## config.mk

```make
export PLATFORM = sky130hd
export DESIGN_NAME = dpac_param_rules
export DESIGN_NICKNAME = d
export VERILOG_FILES = /design/src/logic/dpac_pkg.sv /design/src/logic/dpac_param_rules.sv
export SDC_FILE = /design/constraint.sdc
export NUM_CORES = 1
export LEC_CHECK = 0
export BUFFER_PORTS_ARGS = -buffer_cell sky130_fd_sc_hd__buf_2
export CORE_ASPECT_RATIO = 1.25
export CORE_UTILIZATION = 28
export DETAILED_ROUTE_END_ITERATION = 16
export PLACE_DENSITY_LB_ADDON = 0.08
export SYNTH_ARGS = -nofsm -noshare
export SYNTH_HDL_FRONTEND = slang
export SYNTH_SLANG_ARGS = --single-unit
```

## constraint.sdc

```tcl
create_clock -name vclk -period 2.7
set_clock_uncertainty 0.1 [all_clocks]
set_input_delay 0.135 -clock vclk [all_inputs]
set_output_delay 0.135 -clock vclk [all_outputs]
set_load 0.03 [all_outputs]
```

## src/logic/dpac_pkg.sv

```systemverilog
package dpac_pkg;

	// ****************************************
	// parameter addresses of the common area
	// ****************************************
	localparam logic [15:0] ADDR_MODEL = 16'h0000;
	localparam logic [15:0] ADDR_POWER = 16'h0001;
	localparam logic [15:0] ADDR_SUPPLY = 16'h0002;
	localparam logic [15:0] ADDR_FIRMWARE = 16'h0003;
	localparam logic [15:0] ADDR_SPEED = 16'h0005;
	localparam logic [15:0] ADDR_COMMAND = 16'h0006;

	// ****************************************
	// function letters, upper case only
	// ****************************************
	localparam logic [7:0] FUNC_READ = 8'h52;
	localparam logic [7:0] FUNC_WRITE = 8'h57;
	localparam logic [7:0] FUNC_MON_REG = 8'h58;
	localparam logic [7:0] FUNC_MON_ACT = 8'h59;

	// ****************************************
	// frame bytes and two-letter error codes
	// ****************************************
	localparam logic [7:0] FRAME_ACK = 8'h06;
	localparam logic [7:0] FRAME_NAK = 8'h15;
	localparam logic [7:0] FRAME_END = 8'h04;
	localparam logic [15:0] CODE_FUNC = 16'h4946;
	localparam logic [15:0] CODE_ADDR = 16'h4941;
	localparam logic [15:0] CODE_VALUE = 16'h4944;
	localparam logic [15:0] CODE_LOCK = 16'h574d;
	localparam logic [7:0] PRINT_MIN = 8'h20;
	localparam logic [7:0] PRINT_MAX = 8'h7f;

	// ****************************************
	// run command word fields
	// ****************************************
	localparam int CMD_STOP_BIT = 0;
	localparam int CMD_FWD_BIT = 1;
	localparam int CMD_REV_BIT = 2;
	localparam int CMD_FAULT_RESET_BIT = 3;
	localparam int CMD_ESTOP_BIT = 4;
	localparam int CMD_SRC_LSB = 6;
	localparam logic [15:0] CMD_USED_MASK = 16'h00ff;

	// ****************************************
	// values after reset
	// ****************************************
	localparam logic [15:0] SPEED_RESET = 16'h0000;
	localparam logic [15:0] COMMAND_RESET = 16'h0000;
	localparam logic [15:0] DATA_RESET = 16'h0000;

	typedef enum logic [1:0] {SRC_TERMINAL, SRC_KEYPAD, SRC_OPTION, SRC_SERIAL} dpac_src_e;
	typedef enum logic [2:0] {ERR_NONE, ERR_FUNC, ERR_ADDR, ERR_LOCK, ERR_VALUE} dpac_err_e;

endpackage

```

## src/logic/dpac_param_rules.sv

```systemverilog
`timescale 1ns/1ps
// per-parameter existence, write permission and range table
module dpac_param_rules (
	input wire logic [15:0] addr,
	input wire logic [15:0] data,
	input wire logic [15:0] command_now,
	input wire logic [15:0] speed_max,
	input wire logic motor_running,
	output logic exists,
	output logic writable,
	output logic value_ok
);

	// ****************************************
	// address table
	// ****************************************
	// the common area is fixed, so no model input steers it
	always_comb begin
		case (addr)
			dpac_pkg::ADDR_MODEL, dpac_pkg::ADDR_POWER, dpac_pkg::ADDR_SUPPLY,
			dpac_pkg::ADDR_FIRMWARE, dpac_pkg::ADDR_SPEED, dpac_pkg::ADDR_COMMAND: begin
				exists = 1'b1;
			end
			default: begin
				exists = 1'b0;
			end
		endcase
	end

	// ****************************************
	// write permission
	// ****************************************
	// changing the command source while the motor turns would hand control away mid-run
	always_comb begin
		case (addr)
			dpac_pkg::ADDR_SPEED: begin
				writable = 1'b1;
			end
			dpac_pkg::ADDR_COMMAND: begin
				writable = !(motor_running &&
					(data[dpac_pkg::CMD_SRC_LSB +: 2] != command_now[dpac_pkg::CMD_SRC_LSB +: 2]));
			end
			default: begin
				writable = 1'b0;
			end
		endcase
	end

	// ****************************************
	// value range
	// ****************************************
	always_comb begin
		case (addr)
			dpac_pkg::ADDR_SPEED: begin
				value_ok = (data <= speed_max);
			end
			dpac_pkg::ADDR_COMMAND: begin
				value_ok = ((data & ~dpac_pkg::CMD_USED_MASK) == 16'h0000);
			end
			default: begin
				value_ok = 1'b1;
			end
		endcase
	end

endmodule

```

==> impl_results.md <==
* I/O pin count at 68
* Seq_cells at 0
* Die height at 51.7 um
* # clk buffers at 0
* Post-synthesis mux area share at 0
* Final Hold Vio Count at 0
* Simple-gate share of the synthesized area at 0.302
* Post-DRT Antenna Nets at 0
* Syn-to-layout area delta at 53.0%
* Crit-path max FO at 4
* Crit path arrival time at roughly 1700 ps
* Post-layout util at 0.469
* Final cell count without fillers at between 150 and 200
* Placed cell count at 151
* Worst VDD drop at 50.1 uV
* CP Buf/Inv Count at 2
* Relative slew slack at 0.778
* Worst-margin pin slew at 329 ps
* Status: finished, final reports clean
* Synth area leader: ha_1
* YS warnings at 0
* Synth Area in Compound Gates at 0.190
* Final setup vio count at 0
* GRT Total Usage at 0.127
* Register area share after synthesis at 0
* Fraction of layout cells with a size suffix above 1 at 0.432
* Register area at 0 um^2
* Adder-Cell Fraction of Synth Area at 0.361
* Power per cell area at about 120 mW/mm^2
* CTS resizes at 0
* Slowest cell on crit path: or4_1
* Crit start category: primary input
* Distinct cells, synth at 21
* # hold bufs at CTS at 0
* Largest net degree at the start of global routing at 5
* Pins Over Slew Limit at 0
* Max Fclk at 0.513 GHz
* CP dominant cell by count: buf_2
* WP data required at about 2500 ps
* Post-synth net total at roughly 160
* RSZ-0062 raised after global routing: false
* Most common cell in the netlist: inv_1
* Post-Route WL at 1.35 mm
* Worst min-delay path category: in -> out
* Total negative setup slack at 0 ps
* # nets final at around 220
* Final non-filler cell area at 848 um^2
* HPWL after DPL at 1.29 mm
* HP Start: addr[2]
* Hold slack at ~490 ps
* Crit path time final at 1950 ps
* Post-synth top area share at 0.361
* First-pass GRT wire length at 2.33 mm
* Crit path kind: in -> out
* DR pass1 iterations at 4
* Placer Congestion at 0.682
* Max-capacitance violation count at 0
* Number of post-CTS setup repair buffers at 0
* Top delay family on crit path: simple AND/OR/NAND/NOR gates
* Area post-placement at 848 um^2
* Core footprint at 0.00181 mm^2
* Synth area leaders: ha_1 36%, inv_1 12%, a21oi_1 8.1%
* Crit path from: data[13]
* Worst setup EP type: output port
* # rows at 17
* Commonest cells post-synth: 17 x inv_1, 16 x ha_1, 9 x a21oi_1
* Fin crit share at 0.721
* Initial antenna violation count at 0
* Diode count at 0
* Vias per cell at 4.81
* Largest family of logic cells by synthesized area: adder cells
* Die area at 0.00216 mm^2
* Per-cell routed wire length at 8.92 um
* Initial core utilization at 0.307
* Die W at between 40 and 50 um
* Gate Count Post-Synth at 78
* # port buffers at 54
* Gr ovfl total at 0
* DR DRC count at 0
* Initial DRC Count at 6
* Syn Std Cell Area at ~550 um^2
* Avg Inst Size Synth at 7.11 um^2
* Leak at just over 0.5 nW
* XOR/XNOR Fraction of Synth Area at 0.0316
* CP Cell Sequence: buf_2 > ha_1 > nand4_1 > nor3_1 > or4_1 > a21oi_1 > a211o_1 > buf_2
* Via count at 726
* Max incr delay on CP at ~480 ps
* Vias in the first global route at approximately 660
## cell usage in the layout (no fill, tap or decap), types with 3 or more instances in the layout
cell type,n
buf_2,54
a21oi_1,9
ha_1,16
inv_1,17
nand4_1,4
nand2_1,4
nor3_1,3
o21ai_0,3
nor2_1,4
## cell families (layout without fill, tap and decap cells)
family	after synthesis	count (layout)
buffers and inverters	17	71
adders and majority gates	16	16
xor gates and xnor gates	2	2
AOI/OAI and AO/OA	18	18
and+or+nand+nor	25	25
## per-layer routing
metal | vias up | wire length (um) | GRT usage
met3 | 0 | 112 | 0.0104
met2 | 31 | 693 | 0.276
li1 | 389 | - | -
met4 | 0 | 0 | 0
met5 | - | 0 | 0
met1 | 306 | 541 | 0.138
## worst paths after layout
| check | endpoint | slack (ps) | depth (start not counted) |
|---|---|---|---|
| max | value_ok | 750 | 8 |
| min | exists | 490 | 3 |
## cell type report
cell class / count / area, um^2
fillers: 200 / 960
inverters: 17 / 63.8
well taps: 19 / 23.8
multi-input cells: 61 / 490
repair buffers: 54 / 270
## power by group
part           leakage, nW  total, mW  internal [mW]  switching (mW)
logic                0.505      0.101         0.0550          0.0463
registers                0          0              0               0
clock network            0          0              0               0
## metrics by stage
step,setup WS (ps),total power [mW]
5_1_grt,658,0.118
3_3_place_gp,754,0.100
6_report,752,0.101
2_1_floorplan,967,0.0499
3_5_place_dp,751,0.102
4_1_cts,738,0.103
No activity file was read; power rests on OpenSTA's default activity.
